### src/inc/dram_ctrl_pkg.sv
package dram_ctrl_pkg;

  // Bus tracking states, presented as the five state variables
  typedef enum logic [4:0] {
    st_idle,
    st_row,
    st_col,
    st_acc,
    st_latch,
    st_ready,
    st_w_col,
    st_w_cs,
    st_pre
  } state_t;

  localparam int STATE_BITS = 5;
  localparam int BYTE_LANES = 8;

  // Delay for a delayed column clock; not used, col_path is clocked by i_sys_clk
  localparam int DELAYED_CLOCK_DELAY_NS = 20;
  localparam int CLK_PERIOD_NS = 8;

  // Row precharge: three idle clocks, counted 0..PRE_LAST
  localparam int PRE_CLKS = 3;
  localparam logic [1:0] PRE_LAST = 2'(PRE_CLKS - 1);
  localparam logic [1:0] PRE_ZERO = 2'h0;
  localparam logic [1:0] PRE_STEP = 2'h1;

  // Cache block fill: four reads counted by their ready answers
  localparam logic [2:0] FILL_READS = 3'h4;
  localparam logic [2:0] FILL_NONE = 3'h0;
  localparam logic [2:0] FILL_STEP = 3'h1;

  localparam logic [7:0] WE_OFF = 8'hff;

endpackage : dram_ctrl_pkg

### src/inc/state_bus_if.sv
`timescale 1ns/100ps
`default_nettype none

interface state_bus_if;
  dram_ctrl_pkg::state_t state_nxt;
  logic run_write;

  modport fsm (output state_nxt, output run_write);
  modport dec (input state_nxt, input run_write);
endinterface : state_bus_if

`default_nettype wire

### src/logic/col_path.sv
`timescale 1ns/100ps
`default_nettype none

module col_path (
  input wire logic i_sys_clk,
  input wire logic i_rst,
  state_bus_if.dec sb,
  output logic o_col_addr_drive_en_n,
  output logic o_col_addr_latch_n,
  output logic o_master_chip_select_n,
  output logic o_read_data_latch,
  output logic o_write_data_latch
);

  dram_ctrl_pkg::state_t s;
  logic col_on;
  logic cs_on;

  // Decodes the state as it is produced, so the column path acts in the same clock
  always_comb begin
    s = sb.state_nxt;
    col_on = (s == dram_ctrl_pkg::st_col) || (s == dram_ctrl_pkg::st_acc) ||
             (s == dram_ctrl_pkg::st_latch) || (s == dram_ctrl_pkg::st_ready) ||
             (s == dram_ctrl_pkg::st_w_col) || (s == dram_ctrl_pkg::st_w_cs);
    // Early write: chip select only after ready, so data and write enables lead it
    cs_on = sb.run_write ? (s == dram_ctrl_pkg::st_w_cs) : col_on;
  end

  ////////////////////////////////////////////////////////////////////////
  always_ff @(posedge i_sys_clk or negedge i_rst) begin
    if (!i_rst) begin
      o_col_addr_drive_en_n <= 1'b1;
      o_col_addr_latch_n <= 1'b1;
      o_master_chip_select_n <= 1'b1;
      o_read_data_latch <= 1'b0;
      o_write_data_latch <= 1'b0;
    end else begin
      o_col_addr_drive_en_n <= !col_on;
      o_col_addr_latch_n <= !((s == dram_ctrl_pkg::st_col) || (s == dram_ctrl_pkg::st_w_col));
      o_master_chip_select_n <= !cs_on;
      o_read_data_latch <= (s == dram_ctrl_pkg::st_latch);
      o_write_data_latch <= (s == dram_ctrl_pkg::st_w_col);
    end
  end

  ////////////////////////////////////////////////////////////////////////
  property p_rdl_after_cae;
    @(posedge i_sys_clk) disable iff (!i_rst)
    ($fell(o_col_addr_drive_en_n) && !sb.run_write) |-> ##2 o_read_data_latch;
  endproperty
  a_rdl_after_cae: assert property (p_rdl_after_cae) else $error("read latch not two clocks after column enable");

endmodule : col_path

`default_nettype wire

### src/logic/byte_lane_reg.sv
`timescale 1ns/100ps
`default_nettype none

module byte_lane_reg #(
  parameter int LANES = dram_ctrl_pkg::BYTE_LANES
) (
  input wire logic i_sys_clk,
  input wire logic i_rst,
  input wire logic i_strobe,
  input wire logic i_release,
  input wire logic [LANES-1:0] i_byte_lane_enables_n,
  output logic [LANES-1:0] o_byte_write_en_n
);

  // One latch per byte lane; strobe only arrives in write cycles
  for (genvar g = 0; g < LANES; g++) begin : g_lane
    always_ff @(posedge i_sys_clk or negedge i_rst) begin
      if (!i_rst) begin
        o_byte_write_en_n[g] <= 1'b1;
      end else if (i_strobe) begin
        o_byte_write_en_n[g] <= i_byte_lane_enables_n[g];
      end else if (i_release) begin
        o_byte_write_en_n[g] <= 1'b1;
      end
    end
  end

  property p_lanes_capture;
    @(posedge i_sys_clk) disable iff (!i_rst)
    i_strobe |=> (o_byte_write_en_n == $past(i_byte_lane_enables_n));
  endproperty
  a_lanes_capture: assert property (p_lanes_capture) else $error("byte lane enables not captured");

endmodule : byte_lane_reg

`default_nettype wire

### src/logic/dram_cycle_ctrl.sv
`timescale 1ns/100ps
`default_nettype none

// Contract
// Byte-enable latch strobe pulses only in writes
// Latch address strobe, hold exactly one clock
// Strobe end with region hit sets waiting
// Clear strobe drops waiting flag when taken
// Column path acts on state same clock
// State shown as five state variables
// Hold asserted while pipelined cycles outstanding
// Row drive on until one after row strobe
// Column drive enables as row drive disables
// Column latch and chip select with column
// Read latch two clocks after column enable
// Ready after latch, drop, three precharge clocks
// Cacheable with next-address makes four-read fill
// Next-address every read, three pending maximum
// First read: next-address at ready-3, ready-1
// Processor strobes after next-address when pending
// Same page: column, row, select stay on
// No new cycle right after next-address
// Row change drops row strobe, ends pipeline
// Writes posted, ready before DRAM write
// Write: row strobe, then column with latches
// Byte write enables the clock after strobe
// Chip select one clock after write ready
// Ready and next-address can release the bus
// Reset: idle, strobes off, flag clear

module dram_cycle_ctrl #(
  parameter int LANES = dram_ctrl_pkg::BYTE_LANES
) (
  input wire logic i_sys_clk,
  input wire logic i_rst_n,
  input wire logic i_cpu_address_strobe_n,
  input wire logic i_write,
  input wire logic i_dram_region_hit,
  input wire logic i_same_row,
  input wire logic i_cacheable_indicator_n,
  input wire logic [LANES-1:0] i_byte_lane_enables_n,
  output logic o_cycle_done_to_cpu_n,
  output logic o_cycle_done_oe,
  output logic o_next_address_request_n,
  output logic o_next_address_oe,
  output logic o_pipeline_hold_n,
  output logic [dram_ctrl_pkg::STATE_BITS-1:0] o_state_variables,
  output logic o_latched_cycle_strobe_n,
  output logic o_cycle_waiting_flag_n,
  output logic o_clear_waiting_flag,
  output logic o_row_addr_drive_en_n,
  output logic o_row_strobe_n,
  output logic o_col_addr_drive_en_n,
  output logic o_col_addr_latch_n,
  output logic o_master_chip_select_n,
  output logic o_read_data_latch,
  output logic o_write_data_latch,
  output logic o_byte_enable_latch_strobe,
  output logic [LANES-1:0] o_byte_write_en_n
);

  logic rst_meta_r;
  logic rst_sync_r;
  logic latched_cycle_strobe_r;
  logic waiting_r;
  logic cyc_write_r;
  logic run_write_r;
  logic run_write_nxt;
  logic clr_nxt;
  logic release_r;
  logic [1:0] pre_cnt_r;
  logic [1:0] pre_cnt_nxt;
  logic [2:0] fill_r;
  logic [2:0] fill_nxt;
  logic waiting_nxt;
  logic busy_nxt;
  dram_ctrl_pkg::state_t state_r;
  dram_ctrl_pkg::state_t state_nxt;

  state_bus_if sb ();

  ////////////////////////////////////////////////////////////////////////
  // Reset release through two flops; assertion stays asynchronous
  always_ff @(posedge i_sys_clk or negedge i_rst_n) begin
    if (!i_rst_n) begin
      rst_meta_r <= 1'b0;
      rst_sync_r <= 1'b0;
    end else begin
      rst_meta_r <= 1'b1;
      rst_sync_r <= rst_meta_r;
    end
  end

  ////////////////////////////////////////////////////////////////////////
  // Address strobe is caught a clock late; the address is only valid then
  always_ff @(posedge i_sys_clk or negedge rst_sync_r) begin
    if (!rst_sync_r) begin
      latched_cycle_strobe_r <= 1'b0;
      cyc_write_r <= 1'b0;
    end else begin
      latched_cycle_strobe_r <= !i_cpu_address_strobe_n && !latched_cycle_strobe_r;
      if (latched_cycle_strobe_r) begin
        cyc_write_r <= i_write;
      end
    end
  end

  assign o_latched_cycle_strobe_n = !latched_cycle_strobe_r;

  // A new strobe beats a clear in the same clock
  always_comb begin
    waiting_nxt = (latched_cycle_strobe_r && i_dram_region_hit) || (waiting_r && !clr_nxt);
  end

  always_ff @(posedge i_sys_clk or negedge rst_sync_r) begin
    if (!rst_sync_r) begin
      waiting_r <= 1'b0;
      o_clear_waiting_flag <= 1'b0;
    end else begin
      waiting_r <= waiting_nxt;
      o_clear_waiting_flag <= clr_nxt;
    end
  end

  assign o_cycle_waiting_flag_n = !waiting_r;

  ////////////////////////////////////////////////////////////////////////
  // Bus tracking state machine
  always_comb begin
    state_nxt = state_r;
    clr_nxt = 1'b0;
    pre_cnt_nxt = pre_cnt_r;
    run_write_nxt = run_write_r;
    unique case (state_r)
      dram_ctrl_pkg::st_idle: begin
        if (waiting_r) begin
          clr_nxt = 1'b1;
          run_write_nxt = cyc_write_r;
          state_nxt = dram_ctrl_pkg::st_row;
        end
      end
      dram_ctrl_pkg::st_row: begin
        state_nxt = run_write_r ? dram_ctrl_pkg::st_w_col : dram_ctrl_pkg::st_col;
      end
      dram_ctrl_pkg::st_col: state_nxt = dram_ctrl_pkg::st_acc;
      dram_ctrl_pkg::st_acc: state_nxt = dram_ctrl_pkg::st_latch;
      dram_ctrl_pkg::st_latch: state_nxt = dram_ctrl_pkg::st_ready;
      dram_ctrl_pkg::st_ready: begin
        // Only same-page reads continue; a page change or a write turns
        // around through precharge and is taken up from idle
        if (waiting_r && !cyc_write_r && i_same_row) begin
          clr_nxt = 1'b1;
          state_nxt = dram_ctrl_pkg::st_col;
        end else begin
          state_nxt = dram_ctrl_pkg::st_pre;
        end
      end
      dram_ctrl_pkg::st_w_col: state_nxt = dram_ctrl_pkg::st_w_cs;
      dram_ctrl_pkg::st_w_cs: state_nxt = dram_ctrl_pkg::st_pre;
      dram_ctrl_pkg::st_pre: begin
        if (pre_cnt_r == dram_ctrl_pkg::PRE_LAST) begin
          pre_cnt_nxt = dram_ctrl_pkg::PRE_ZERO;
          state_nxt = dram_ctrl_pkg::st_idle;
        end else begin
          pre_cnt_nxt = pre_cnt_r + dram_ctrl_pkg::PRE_STEP;
        end
      end
      default: state_nxt = dram_ctrl_pkg::st_idle;
    endcase
  end

  always_ff @(posedge i_sys_clk or negedge rst_sync_r) begin
    if (!rst_sync_r) begin
      state_r <= dram_ctrl_pkg::st_idle;
      pre_cnt_r <= dram_ctrl_pkg::PRE_ZERO;
      run_write_r <= 1'b0;
    end else begin
      state_r <= state_nxt;
      pre_cnt_r <= pre_cnt_nxt;
      run_write_r <= run_write_nxt;
    end
  end

  assign o_state_variables = state_r;
  assign sb.state_nxt = state_nxt;
  assign sb.run_write = run_write_nxt;

  ////////////////////////////////////////////////////////////////////////
  // Row path and processor answers, registered from the next state
  always_comb begin
    busy_nxt = (state_nxt != dram_ctrl_pkg::st_idle) && (state_nxt != dram_ctrl_pkg::st_pre);
  end

  always_ff @(posedge i_sys_clk or negedge rst_sync_r) begin
    if (!rst_sync_r) begin
      o_row_strobe_n <= 1'b1;
      o_row_addr_drive_en_n <= 1'b0;
      o_cycle_done_to_cpu_n <= 1'b1;
      o_cycle_done_oe <= 1'b0;
      o_next_address_request_n <= 1'b1;
      o_next_address_oe <= 1'b0;
    end else begin
      o_row_strobe_n <= !busy_nxt;
      o_row_addr_drive_en_n <= !((state_nxt == dram_ctrl_pkg::st_idle) ||
                                 (state_nxt == dram_ctrl_pkg::st_row) ||
                                 (state_nxt == dram_ctrl_pkg::st_pre));
      o_cycle_done_to_cpu_n <= !((state_nxt == dram_ctrl_pkg::st_ready) ||
                                 (state_nxt == dram_ctrl_pkg::st_w_col));
      // Early next-address only in a read started from idle; pipelined reads ask once,
      // so no more than one cycle waits behind the one in progress
      o_next_address_request_n <= !(((state_nxt == dram_ctrl_pkg::st_col) && (state_r == dram_ctrl_pkg::st_row)) ||
                                    (state_nxt == dram_ctrl_pkg::st_latch));
      // Bus released whenever no DRAM cycle owns it
      o_cycle_done_oe <= busy_nxt || waiting_nxt || (fill_nxt != dram_ctrl_pkg::FILL_NONE);
      o_next_address_oe <= busy_nxt || waiting_nxt || (fill_nxt != dram_ctrl_pkg::FILL_NONE);
    end
  end

  ////////////////////////////////////////////////////////////////////////
  // Cache fill tracking; counts the ready answers still owed to the fill
  always_comb begin
    fill_nxt = fill_r;
    if (!o_next_address_request_n && !i_cacheable_indicator_n && (fill_r == dram_ctrl_pkg::FILL_NONE)) begin
      fill_nxt = dram_ctrl_pkg::FILL_READS;
    end else if (!o_cycle_done_to_cpu_n && !run_write_r && (fill_r != dram_ctrl_pkg::FILL_NONE)) begin
      fill_nxt = fill_r - dram_ctrl_pkg::FILL_STEP;
    end
  end

  always_ff @(posedge i_sys_clk or negedge rst_sync_r) begin
    if (!rst_sync_r) begin
      fill_r <= dram_ctrl_pkg::FILL_NONE;
      o_pipeline_hold_n <= 1'b1;
    end else begin
      fill_r <= fill_nxt;
      o_pipeline_hold_n <= !((fill_nxt != dram_ctrl_pkg::FILL_NONE) || waiting_nxt);
    end
  end

  ////////////////////////////////////////////////////////////////////////
  // Byte enables latched the clock after the strobe, released after chip select
  always_ff @(posedge i_sys_clk or negedge rst_sync_r) begin
    if (!rst_sync_r) begin
      o_byte_enable_latch_strobe <= 1'b0;
      release_r <= 1'b0;
    end else begin
      o_byte_enable_latch_strobe <= latched_cycle_strobe_r && i_write;
      release_r <= (state_r == dram_ctrl_pkg::st_w_cs);
    end
  end

  byte_lane_reg #(.LANES(LANES)) u_lanes (
    .i_sys_clk(i_sys_clk),
    .i_rst(rst_sync_r),
    .i_strobe(o_byte_enable_latch_strobe),
    .i_release(release_r),
    .i_byte_lane_enables_n(i_byte_lane_enables_n),
    .o_byte_write_en_n(o_byte_write_en_n)
  );

  col_path u_col (
    .i_sys_clk(i_sys_clk),
    .i_rst(rst_sync_r),
    .sb(sb.dec),
    .o_col_addr_drive_en_n(o_col_addr_drive_en_n),
    .o_col_addr_latch_n(o_col_addr_latch_n),
    .o_master_chip_select_n(o_master_chip_select_n),
    .o_read_data_latch(o_read_data_latch),
    .o_write_data_latch(o_write_data_latch)
  );

  ////////////////////////////////////////////////////////////////////////
  property p_latched_cycle_strobe_cause;
    @(posedge i_sys_clk) disable iff (!rst_sync_r)
    latched_cycle_strobe_r |-> $past(!i_cpu_address_strobe_n) ##1 !latched_cycle_strobe_r;
  endproperty
  a_latched_cycle_strobe_cause: assert property (p_latched_cycle_strobe_cause) else $error("latched strobe without cause or too long");

  property p_wait_set;
    @(posedge i_sys_clk) disable iff (!rst_sync_r)
    (latched_cycle_strobe_r && i_dram_region_hit) |=> !o_cycle_waiting_flag_n;
  endproperty
  a_wait_set: assert property (p_wait_set) else $error("waiting flag not set");

  property p_wait_clr;
    @(posedge i_sys_clk) disable iff (!rst_sync_r)
    (o_clear_waiting_flag && !$past(latched_cycle_strobe_r && i_dram_region_hit)) |-> o_cycle_waiting_flag_n;
  endproperty
  a_wait_clr: assert property (p_wait_clr) else $error("waiting flag not cleared");

  property p_row_drive;
    @(posedge i_sys_clk) disable iff (!rst_sync_r)
    $fell(o_row_strobe_n) |-> !o_row_addr_drive_en_n ##1 o_row_addr_drive_en_n;
  endproperty
  a_row_drive: assert property (p_row_drive) else $error("row drive not held one clock past row strobe");

  property p_col_swap;
    @(posedge i_sys_clk) disable iff (!rst_sync_r)
    $rose(o_row_addr_drive_en_n) |-> $fell(o_col_addr_drive_en_n);
  endproperty
  a_col_swap: assert property (p_col_swap) else $error("column drive not enabled with row drive off");

  property p_col_start;
    @(posedge i_sys_clk) disable iff (!rst_sync_r)
    ($fell(o_col_addr_drive_en_n) && !run_write_r) |-> (!o_col_addr_latch_n && !o_master_chip_select_n);
  endproperty
  a_col_start: assert property (p_col_start) else $error("column latch or select missing");

  property p_precharge;
    @(posedge i_sys_clk) disable iff (!rst_sync_r)
    (!o_cycle_done_to_cpu_n && (state_nxt == dram_ctrl_pkg::st_pre)) |=> o_row_strobe_n [*3];
  endproperty
  a_precharge: assert property (p_precharge) else $error("precharge shorter than three clocks");

  property p_na_lead;
    @(posedge i_sys_clk) disable iff (!rst_sync_r)
    (!o_next_address_request_n && (state_r == dram_ctrl_pkg::st_col)) |-> ##2 !o_next_address_request_n ##1 !o_cycle_done_to_cpu_n;
  endproperty
  a_na_lead: assert property (p_na_lead) else $error("next-address not at ready-3 and ready-1");

  property p_early_write;
    @(posedge i_sys_clk) disable iff (!rst_sync_r)
    (!o_cycle_done_to_cpu_n && run_write_r) |=> (!o_master_chip_select_n && !o_write_data_latch);
  endproperty
  a_early_write: assert property (p_early_write) else $error("chip select not one clock after write ready");

  property p_hold;
    @(posedge i_sys_clk) disable iff (!rst_sync_r)
    !o_cycle_waiting_flag_n |-> (!o_pipeline_hold_n && o_cycle_done_oe);
  endproperty
  a_hold: assert property (p_hold) else $error("hold dropped with a cycle waiting");

endmodule : dram_cycle_ctrl

`default_nettype wire

### config.mk
export PLATFORM = sky130hd
export DESIGN_NAME = dram_cycle_ctrl
export DESIGN_NICKNAME = d
export VERILOG_FILES = /design/src/inc/dram_ctrl_pkg.sv /design/src/inc/state_bus_if.sv /design/src/logic/col_path.sv /design/src/logic/byte_lane_reg.sv /design/src/logic/dram_cycle_ctrl.sv
export SDC_FILE = /design/constraint.sdc
export NUM_CORES = 1
export LEC_CHECK = 0
export ABC_AREA = 0
export BUFFER_PORTS_ARGS = -buffer_cell sky130_fd_sc_hd__clkbuf_2
export CORE_ASPECT_RATIO = 1.1
export CORE_MARGIN = 1.5
export CORE_UTILIZATION = 30
export DETAILED_ROUTE_END_ITERATION = 10
export PLACE_DENSITY_LB_ADDON = 0.12
export REMOVE_ABC_BUFFERS = 1
export SYNTH_ARGS = -nofsm -noshare
export SYNTH_HDL_FRONTEND = slang
export SYNTH_SLANG_ARGS = --single-unit
### constraint.sdc
create_clock -name i_sys_clk -period 1.4 [get_ports i_sys_clk]
set_clock_uncertainty 0.05 [all_clocks]
set_input_delay 0.28 -clock i_sys_clk [delete_from_list [all_inputs] [get_ports i_sys_clk]]
set_output_delay 0.28 -clock i_sys_clk [all_outputs]
set_load 0.02 [all_outputs]
# Word level (Yosys, flattened, before mapping)
# Index checks and enable logic that the tools add are counted.
op_classes:
  n_mux: 23
  n_eq_ne: 18
  addsub: 2
  reduce_logical: 50
op_table:
  columns: ["operator", "n"]
  rows:
  - ["$pmux 5 s9", 1]
  - ["$eq 5x3->1 const B", 8]
  - ["$eq 5x2->1 const B", 4]
  - ["$logic_not 1->1", 17]
  - ["$logic_or 1x1->1", 14]
  - ["$mux 1", 14]
  - ["$logic_and 1x1->1", 12]
  - ["$eq 5x1->1 const B", 2]
  - ["$eq 5x4->1 const B", 2]
  - ["$logic_not 5->1", 2]
  - ["$mux 5", 2]
  - ["$mux 3", 3]
  - ["$reduce_bool 3->1", 2]
  - ["$ne 5x4->1 const B", 1]
  - ["$reduce_bool 5->1", 1]
  - ["$mux 4", 1]
  - ["$logic_not 3->1", 1]
  - ["$sub 3x1->3 const B", 1]
  - ["$add 2x1->2 const B", 1]
  - ["$eq 2x2->1 const B", 1]
  - ["$mux 2", 1]
  - ["$pmux 1 s2", 1]
  - ["$reduce_bool 2->1", 1]
word_totals:
  out_inout_bits: 29
  ff_bits: 38
  elab_cells: 124
  inputBits: 15

# Logic depth before layout (Yosys ltp)
# Gate-level depths: netlist (run 1).
logic_depth:
  depth_word: 13
  mapped_depth: 7
  depth_no_buf: 7

# Modules after synthesis
# A second synthesis (run 1) with hierarchy kept.
unflattened:
  cells_unflattened: 152
  hier_area_um2: 1645.3
by_module_without_submodules:
  columns: ["mod", "cells_per_inst", "seq_area_each_um2", "area_each_um2", "n_inst"]
  rows:
  - ["dram_cycle_ctrl", 104, 630.6, 1131.1, 1]
  - ["byte_lane_reg", 34, 210.2, 326.6, 1]
  - ["col_path", 14, 128.9, 187.7, 1]

# Least setup slack after synthesis (run 1)
# No wires, ideal clock.
synth_path:
  path_type: "reg2reg"
  start: "register fill_r[0]"
  end: "register o_next_address_oe"
  slack_ps: -254
  stages_incl_launch_ff: 8
  arrival_time_ps: 1466
  period_less_slack_ps: 1654
  required_ps: 1212
  path_buffers: 0
  setup_time_ps: 138
  path_cell_list: "dfrtp_1 > inv_1 > ha_1 > ha_1 > nor3b_2 > nor2_1 > o31ai_1 > nand4b_1"
synth_via:
  elab_chain_cells: 6
  elab_cells_between_ends: 9
  classes_between: "add/sub: 1; mux: 2; reduce/logical: 6"
synth_lines:
  columns: ["element", "line", "rtl"]
  rows:
  - ["start: declaration", "dram_cycle_ctrl.sv:73", "logic [2:0] fill_r;"]
  - ["start signal: assignment", "dram_cycle_ctrl.sv:232", "fill_r <= dram_ctrl_pkg::FILL_NONE;"]
  - ["start signal: assignment", "dram_cycle_ctrl.sv:235", "fill_r <= fill_nxt;"]
  - ["branches (longest 3 deep; another with $sub 3x1->3)", null, null]
  - ["$mux 3 (*)", "dram_cycle_ctrl.sv:223", "if (!o_next_address_request_n && !i_cacheable_indicator_n && (fill_r == dram_ctrl_pkg::FILL_NONE)) begin"]
  - ["$reduce_bool 3->1 (*)", "dram_cycle_ctrl.sv:215", "o_next_address_oe <= busy_nxt || waiting_nxt || (fill_nxt != dram_ctrl_pkg::FILL_NONE);"]
  - ["$logic_or 1x1->1 (*)", "dram_cycle_ctrl.sv:215", null]
  - ["end signal: assignment", "dram_cycle_ctrl.sv:215", null]
  - ["end: declaration", "dram_cycle_ctrl.sv:45", "output logic o_next_address_oe,"]
# Every way passes the cells marked *.
# A chain may end at the register's enable or synchronous reset.

# Worst setup path in the final report (run 1)
layout_path:
  start: "register fill_r[1]"
  end: "register o_pipeline_hold_n"
layout_via:
  elab_chain_cells: 7
  elab_cells_between_ends: 10
  classes_between: "add/sub: 1; mux: 2; reduce/logical: 7"
layout_lines:
  columns: ["element", "line", "rtl"]
  rows:
  - ["branches (longest 3 deep; another with $sub 3x1->3)", null, null]
  - ["$mux 3 (*)", "dram_cycle_ctrl.sv:223", null]
  - ["$reduce_bool 3->1 (*)", "dram_cycle_ctrl.sv:236", "o_pipeline_hold_n <= !((fill_nxt != dram_ctrl_pkg::FILL_NONE) || waiting_nxt);"]
  - ["$logic_or 1x1->1 (*)", "dram_cycle_ctrl.sv:236", null]
  - ["$logic_not 1->1 (*)", "dram_cycle_ctrl.sv:236", null]
  - ["end signal: assignment", "dram_cycle_ctrl.sv:236", null]
  - ["end: declaration", "dram_cycle_ctrl.sv:46", "output logic o_pipeline_hold_n,"]
# Marked as above.

==> results of run 1 <==
[kinds of logic (layout without fill, tap and decap cells)]
family	after synthesis	count (layout)	synth area share, %
DFF	38	38	60.7
xor gates and xnor gates	1	1	0.548
muxes	2	2	1.57
and+or+nand+nor	61	61	20.9
buffers and inverters	13	92	4.46
other	2	2	0.470
adders and majority gates	2	2	1.57
AOI/OAI and AO/OA	26	26	9.79
[layer usage]
layer | global-route usage, % | part of all wire, % | vias to the layer above
met5 | 0 | 0 | -
met4 | 4.91 | 1.1 | 0
met3 | 4.04 | 4.8 | 4
met2 | 23.0 | 52 | 30
met1 | 15.3 | 42 | 601
li1 | - | - | 637
[sequential cells by signal, summed over array words and instances, names as in the netlist, 2 cells and up]
| signal | cells |
|---|---|
| u_lanes.o_byte_write_en_n | 8 |
| o_state_variables | 5 |
| fill_r | 3 |
| pre_cnt_r | 2 |
[power groups by stage]
stage          Sequential [mW]  Combinational [mW]  Clock, mW
6_report                  1.58                1.69      0.941
5_1_grt                   1.61                1.85       1.02
4_1_cts                   1.57                1.64      0.978
3_5_place_dp              1.58                1.42          0
3_3_place_gp              1.58                1.39          0
2_1_floorplan             1.85               0.526          0
[synth_stat cells]
master,instances
dfrtp_1,23
nand2_1,18
nor2_1,17
dfstp_2,15
o21ai_0,12
inv_1,7
nor3_1,5
a21oi_1,4
a21o_1,3
nand2b_1,3
buf_4,2
buf_6,2
clkbuf_1,2
conb_1,2
ha_1,2
nand3_1,2
nand3b_1,2
nor2b_1,2
nor3_4,2
a211oi_1,1
a22o_1,1
and2_1,1
and3_1,1
and3b_1,1
and4bb_2,1
mux2_4,1
mux2i_1,1
nand3_2,1
nand4b_1,1
nand4bb_1,1
nor2_2,1
nor3b_2,1
o2111ai_1,1
o21a_1,1
o21bai_1,1
o22ai_1,1
o31ai_1,1
or2_2,1
xnor2_1,1
[how the worst max path moves through the flow]
| stage | to | slack, ns | startpoint | cells past startpoint |
|---|---|---|---|---|
| after global routing | o_next_address_oe | -0.27 | fill_r[1] | 8 |
| after CTS | o_next_address_oe | -0.19 | fill_r[1] | 7 |
| final | o_pipeline_hold_n | -0.19 | fill_r[1] | 8 |
| after detailed placement | o_next_address_oe | -0.25 | fill_r[1] | 7 |
| after global placement | o_next_address_oe | -0.18 | fill_r[0] | 8 |
| after floorplan | o_next_address_oe | -0.25 | fill_r[0] | 7 |
[metrics by stage]
step                total power [mW]  hold WS (ns)  utilization, %  setup TNS, ns
floorplan                       2.38       -0.0656               -         -0.636
global placement                2.97        0.0159            40.3         -0.678
detailed placement              3.00        0.0172            40.3         -0.959
CTS                             4.19        0.0633            44.9         -0.874
global route                    4.47        0.0676            45.6          -1.31
finish                          4.20        0.0782            45.6         -0.770
[cell type report]
class	count	area share (%)
Clock buffer	7	3.74
Clock inverter	1	1.30
Inverter	7	1.14
Multi-Input combinational cell	94	27.0
Sequential cell	38	42.1
Tap cell	58	3.14
Timing Repair Buffer	77	21.5
[timing repair]
action / 4_1_cts / 5_1_grt
hold buffers: 1 / 0
hold endpoints to repair: 2 / 0
setup buffers: 3 / 3
gates resized for setup: 19 / 8
pin swaps: 10 / 8
setup endpoints to repair: 8 / 11
==> metrics.txt, run 1 <==
Worst Path Required 1.57 ns; Tightest Hold Check Type in -> reg; setup ws final -0.187 ns; initial core utilization 31.5%; clock sinks 38; R2R depth 8; placed cells 267; Setup violations, final 6; Leak Pwr 1.12 nW; FILL cells 503; H-Tree Depth 2; CP Max Fanout 3; CTS max path bufs 2; distinct cell type count after synthesis 39; #FFs+latches synth 38; Combinational Power Share 40.1%; Cells after Synth 145; CP Launch Type flip-flop; register area 973 sq um; final instance area 2310 sq um; RD Place Congestion 0.735; CP cell instances inv_2 -> ha_4 -> ha_4 -> nor3b_4 -> buf_4 -> o2111ai_2 -> o31ai_2 -> and3b_1; Detailed Routing Iterations Pass 1 4; gr ovfl total 0; R2R Setup Slk -0.19 ns; Max Cap Viol 0; Die H 79.5 microns; Synth Cell Area 1600 sq um; 1st-iter DRT viols 53; CTS tree built; commonest non-fill, non-tap cell in the layout clkbuf_2; fin crit period 1.59 ns; P_int 2.81 mW; WHS Endpoint latched_cycle_strobe_r; area of the multi-input gates 624 sq um; RSZ-0062 raised after global routing yes; share of post-route cells with drive strength above 1 53.6%; Crit path buffers/inverters 2; Worst R2R End o_pipeline_hold_n; final hold viol count 0; root buffer cell clkbuf_8; antenna violations before repair 0; CP max-delay cell dfrtp_1; placed instance area 2040 sq um; Crit path top cell by count ha_4; post-synthesis sequential area ratio 60.7%; most frequent cells in the layout clkbuf_2, buf_4, dfrtp_1; Final Max Tran Viols 0; vias in the first global route 1298; Max VDD drop 0.000618 V; # rows 27; Total Wirelength 3490 microns; failing checks negative setup slack; IO buf count 43; DP HPWL 2580 microns; first-pass GRT wire length 5840 microns; Ys Warns 0; area leader, netlist dfrtp_1; NetSw 1.39 mW; total track usage 13.3%; area grow syn2layout 44.6%; core area 5070 sq um; critical path's top delay family flip-flops; largest net degree at the start of global routing 37; max incr delay on CP 0.36 ns; arrival time at the worst endpoint 1.75 ns; Worst Hold Depth 2; fin crit share 113%; Setup CP Type reg -> reg; Post-Syn Area per Cell 11.0 sq um; antenna cells 0; final cell count without fillers 282; worst skew pair latency 0.28 ns; I/O pins 44; top cells by area, synth dfrtp_1, dfstp_2, nand2_1; Yosys top cell area share 36.0%; Final nets 240; Clk network pwr share 22.4%; PD cells 1820 nW/um^2; Switching Share 33.2%; DRT antenna net count 0; Vias 1272; vias per cell 4.51; Wirelength per Cell 12.4 microns; hold_sp i_cpu_address_strobe_n; FMAX 0.630 GHz; Worst Setup End Kind flip-flop; clock slew at reported path FFs 0.07 ns; RR Startpoint fill_r[1]; DRC Markers 0; sequential power share 37.5%; die width 72.6 microns; Inserted Clock Buffers 5; die area 5770 sq um; worst slack, placed -0.250 ns; status complete, but fails checks
(Power assumes the default switching activity.)
==> run 2: changes to the inputs <==
--- a/config.mk
+++ b/config.mk
@@ -11,7 +11,7 @@
 export CORE_MARGIN = 1.5
 export CORE_UTILIZATION = 30
 export DETAILED_ROUTE_END_ITERATION = 10
-export PLACE_DENSITY_LB_ADDON = 0.12
+export PLACE_DENSITY = 0.51
 export REMOVE_ABC_BUFFERS = 1
 export SYNTH_ARGS = -nofsm -noshare
 export SYNTH_HDL_FRONTEND = slang
==> metrics.txt, run 2 (synthesis results as in run 1) <==
PD cells 1750 nW/um^2 (was 1820 nW/um^2); Switching Share 35.3% (was 33.2%); Total Wirelength 3650 microns (was 3490 microns); DRT antenna net count 0 (unchanged); NetSw 1.41 mW (was 1.39 mW); failing checks negative setup slack (unchanged); Inserted Clock Buffers 5 (unchanged); setup ws final -0.240 ns (was -0.187 ns); 1st-iter DRT viols 55 (was 53); Detailed Routing Iterations Pass 1 4 (unchanged); Worst Setup End Kind flip-flop (unchanged); Worst R2R End o_next_address_oe (was o_pipeline_hold_n); CTS tree built (unchanged); # rows 27 (unchanged); gr ovfl total 0 (unchanged); vias in the first global route 1362 (was 1298); Worst Path Required 1.50 ns (was 1.57 ns); DP HPWL 2640 microns (was 2580 microns); hold_sp i_cpu_address_strobe_n (unchanged); largest net degree at the start of global routing 37 (unchanged); total track usage 13.9% (was 13.3%); fin crit share 117% (was 113%); R2R depth 8 (unchanged); Clk network pwr share 17.8% (was 22.4%); fin crit period 1.64 ns (was 1.59 ns); commonest non-fill, non-tap cell in the layout clkbuf_2 (unchanged); CP Max Fanout 3 (unchanged); CTS max path bufs 2 (unchanged); final hold viol count 0 (unchanged); DRC Markers 0 (unchanged); CP max-delay cell dfrtp_1 (unchanged); RR Startpoint fill_r[1] (unchanged); H-Tree Depth 2 (unchanged); share of post-route cells with drive strength above 1 53.4% (was 53.6%); FMAX 0.610 GHz (was 0.630 GHz); Tightest Hold Check Type in -> reg (unchanged); WHS Endpoint latched_cycle_strobe_r (unchanged); antenna violations before repair 0 (unchanged); number of flip-flops in the largest register 8 (unchanged); RD Place Congestion 0.775 (was 0.735); Final Max Tran Viols 0 (unchanged); critical path's top delay family flip-flops (unchanged); first-pass GRT wire length 6130 microns (was 5840 microns); Leak Pwr 1.11 nW (was 1.12 nW); R2R Setup Slk -0.24 ns (was -0.19 ns); Combinational Power Share 42.5% (was 40.1%); max incr delay on CP 0.40 ns (was 0.36 ns); FILL cells 505 (was 503); Setup violations, final 5 (was 6); core area 5070 sq um (unchanged); Final nets 239 (was 240); IO buf count 43 (unchanged); root buffer cell clkbuf_8 (unchanged); RSZ-0062 raised after global routing yes (unchanged); most frequent cells in the layout clkbuf_2, buf_4, dfrtp_1 (unchanged); Vias 1299 (was 1272); P_int 2.59 mW (was 2.81 mW); die area 5770 sq um (unchanged); initial core utilization 31.5% (unchanged); Crit path top cell by count ha_4 (unchanged); Setup CP Type reg -> reg (unchanged); Worst Hold Depth 2 (unchanged); die width 72.6 microns (unchanged); area grow syn2layout 42.8% (was 44.6%); Wirelength per Cell 13.0 microns (was 12.4 microns); arrival time at the worst endpoint 1.74 ns (was 1.75 ns); placed cells 264 (was 267); antenna cells 0 (unchanged); I/O pins 44 (unchanged); CP cell instances inv_2 -> ha_4 -> ha_4 -> nor3b_4 -> buf_6 -> o2111ai_2 -> o31ai_2 -> nand4b_1 (was inv_2 -> ha_4 -> ha_4 -> nor3b_4 -> buf_4 -> o2111ai_2 -> o31ai_2 -> and3b_1); Largest Register u_lanes.o_byte_write_en_n (unchanged); Die H 79.5 microns (unchanged); Crit path buffers/inverters 2 (unchanged); vias per cell 4.62 (was 4.51); clock sinks 38 (unchanged); status complete, but fails checks (unchanged); sequential power share 39.7% (was 37.5%); final cell count without fillers 281 (was 282); worst skew pair latency 0.28 ns (about the same); CP Launch Type flip-flop (unchanged); Max Cap Viol 0 (unchanged); worst slack, placed -0.376 ns (was -0.250 ns); clock slew at reported path FFs 0.07 ns (about the same); setup TNS -1.04 ns (was -0.770 ns); Max VDD drop 0.000613 V (was 0.000618 V)
run 2: cell types whose count changed in the layout (fill, tap and decap cells not counted), sizes merged:
| cell | before | now |
|---|---|---|
| buf | 34 | 32 |
| clkinv | 0 | 2 |
| bufinv | 1 | 0 |
run 2: per-stage QoR:
step	power, mW	hold WS (ns)	area [sq um]	util (%)
2_1_floorplan	2.38	-0.0656	1550	-
3_3_place_gp	2.92	0.0149	2020	39.9
3_5_place_dp	2.98	0.0173	2020	39.9
4_1_cts	3.96	0.0783	2220	43.9
5_1_grt	4.25	0.0773	2280	45.0
6_report	4.00	0.0868	2280	45.0
run 2: power groups by stage:
stage / clock network, mW / registers, mW / logic [mW]
detailed placement: 0 / 1.60 / 1.38
finish: 0.713 / 1.59 / 1.70
global placement: 0 / 1.58 / 1.34
global route: 0.781 / 1.62 / 1.85
CTS: 0.752 / 1.59 / 1.62
floorplan: 0 / 1.85 / 0.526
run 2: final cells by class:
class | instances | area, sq um | area share [%]
repair buffers | 76 | 507 | 22.2
clock inverters | 2 | 10.0 | 0.439
inverters | 7 | 26.3 | 1.15
clock buffers | 6 | 72.6 | 3.18
multi-input cells | 94 | 619 | 27.2
well taps | 58 | 72.6 | 3.18
flip-flops and latches | 38 | 973 | 42.7
run 2: timing repair:
item                                    CTS  global route
setup buffers                             4             4
hold buffers                              1             0
hold endpoints to repair                  2             0
gates resized for setup                  21             7
endpoints found under the setup margin   10             8
pin swaps                                10             7
run 2: worst max-delay path by stage:
stage               from                 to  slack [ns]  depth (start not counted)
2_1_floorplan  fill_r[0]  o_next_address_oe       -0.25                          7
3_3_place_gp   fill_r[0]  o_next_address_oe       -0.18                          8
3_5_place_dp   fill_r[1]  o_next_address_oe       -0.38                          7
4_1_cts        fill_r[1]  o_next_address_oe       -0.29                          8
5_1_grt        fill_r[1]  o_pipeline_hold_n       -0.31                          8
6_report       fill_r[1]  o_next_address_oe       -0.24                          8
run 2: metal layers:
layer	track usage, %	vias up	share of wire, %
met5	0	-	0
met4	7.55	0	2.7
met3	3.54	10	5.2
met2	22.9	41	49
met1	16.4	615	43
li1	-	633	-
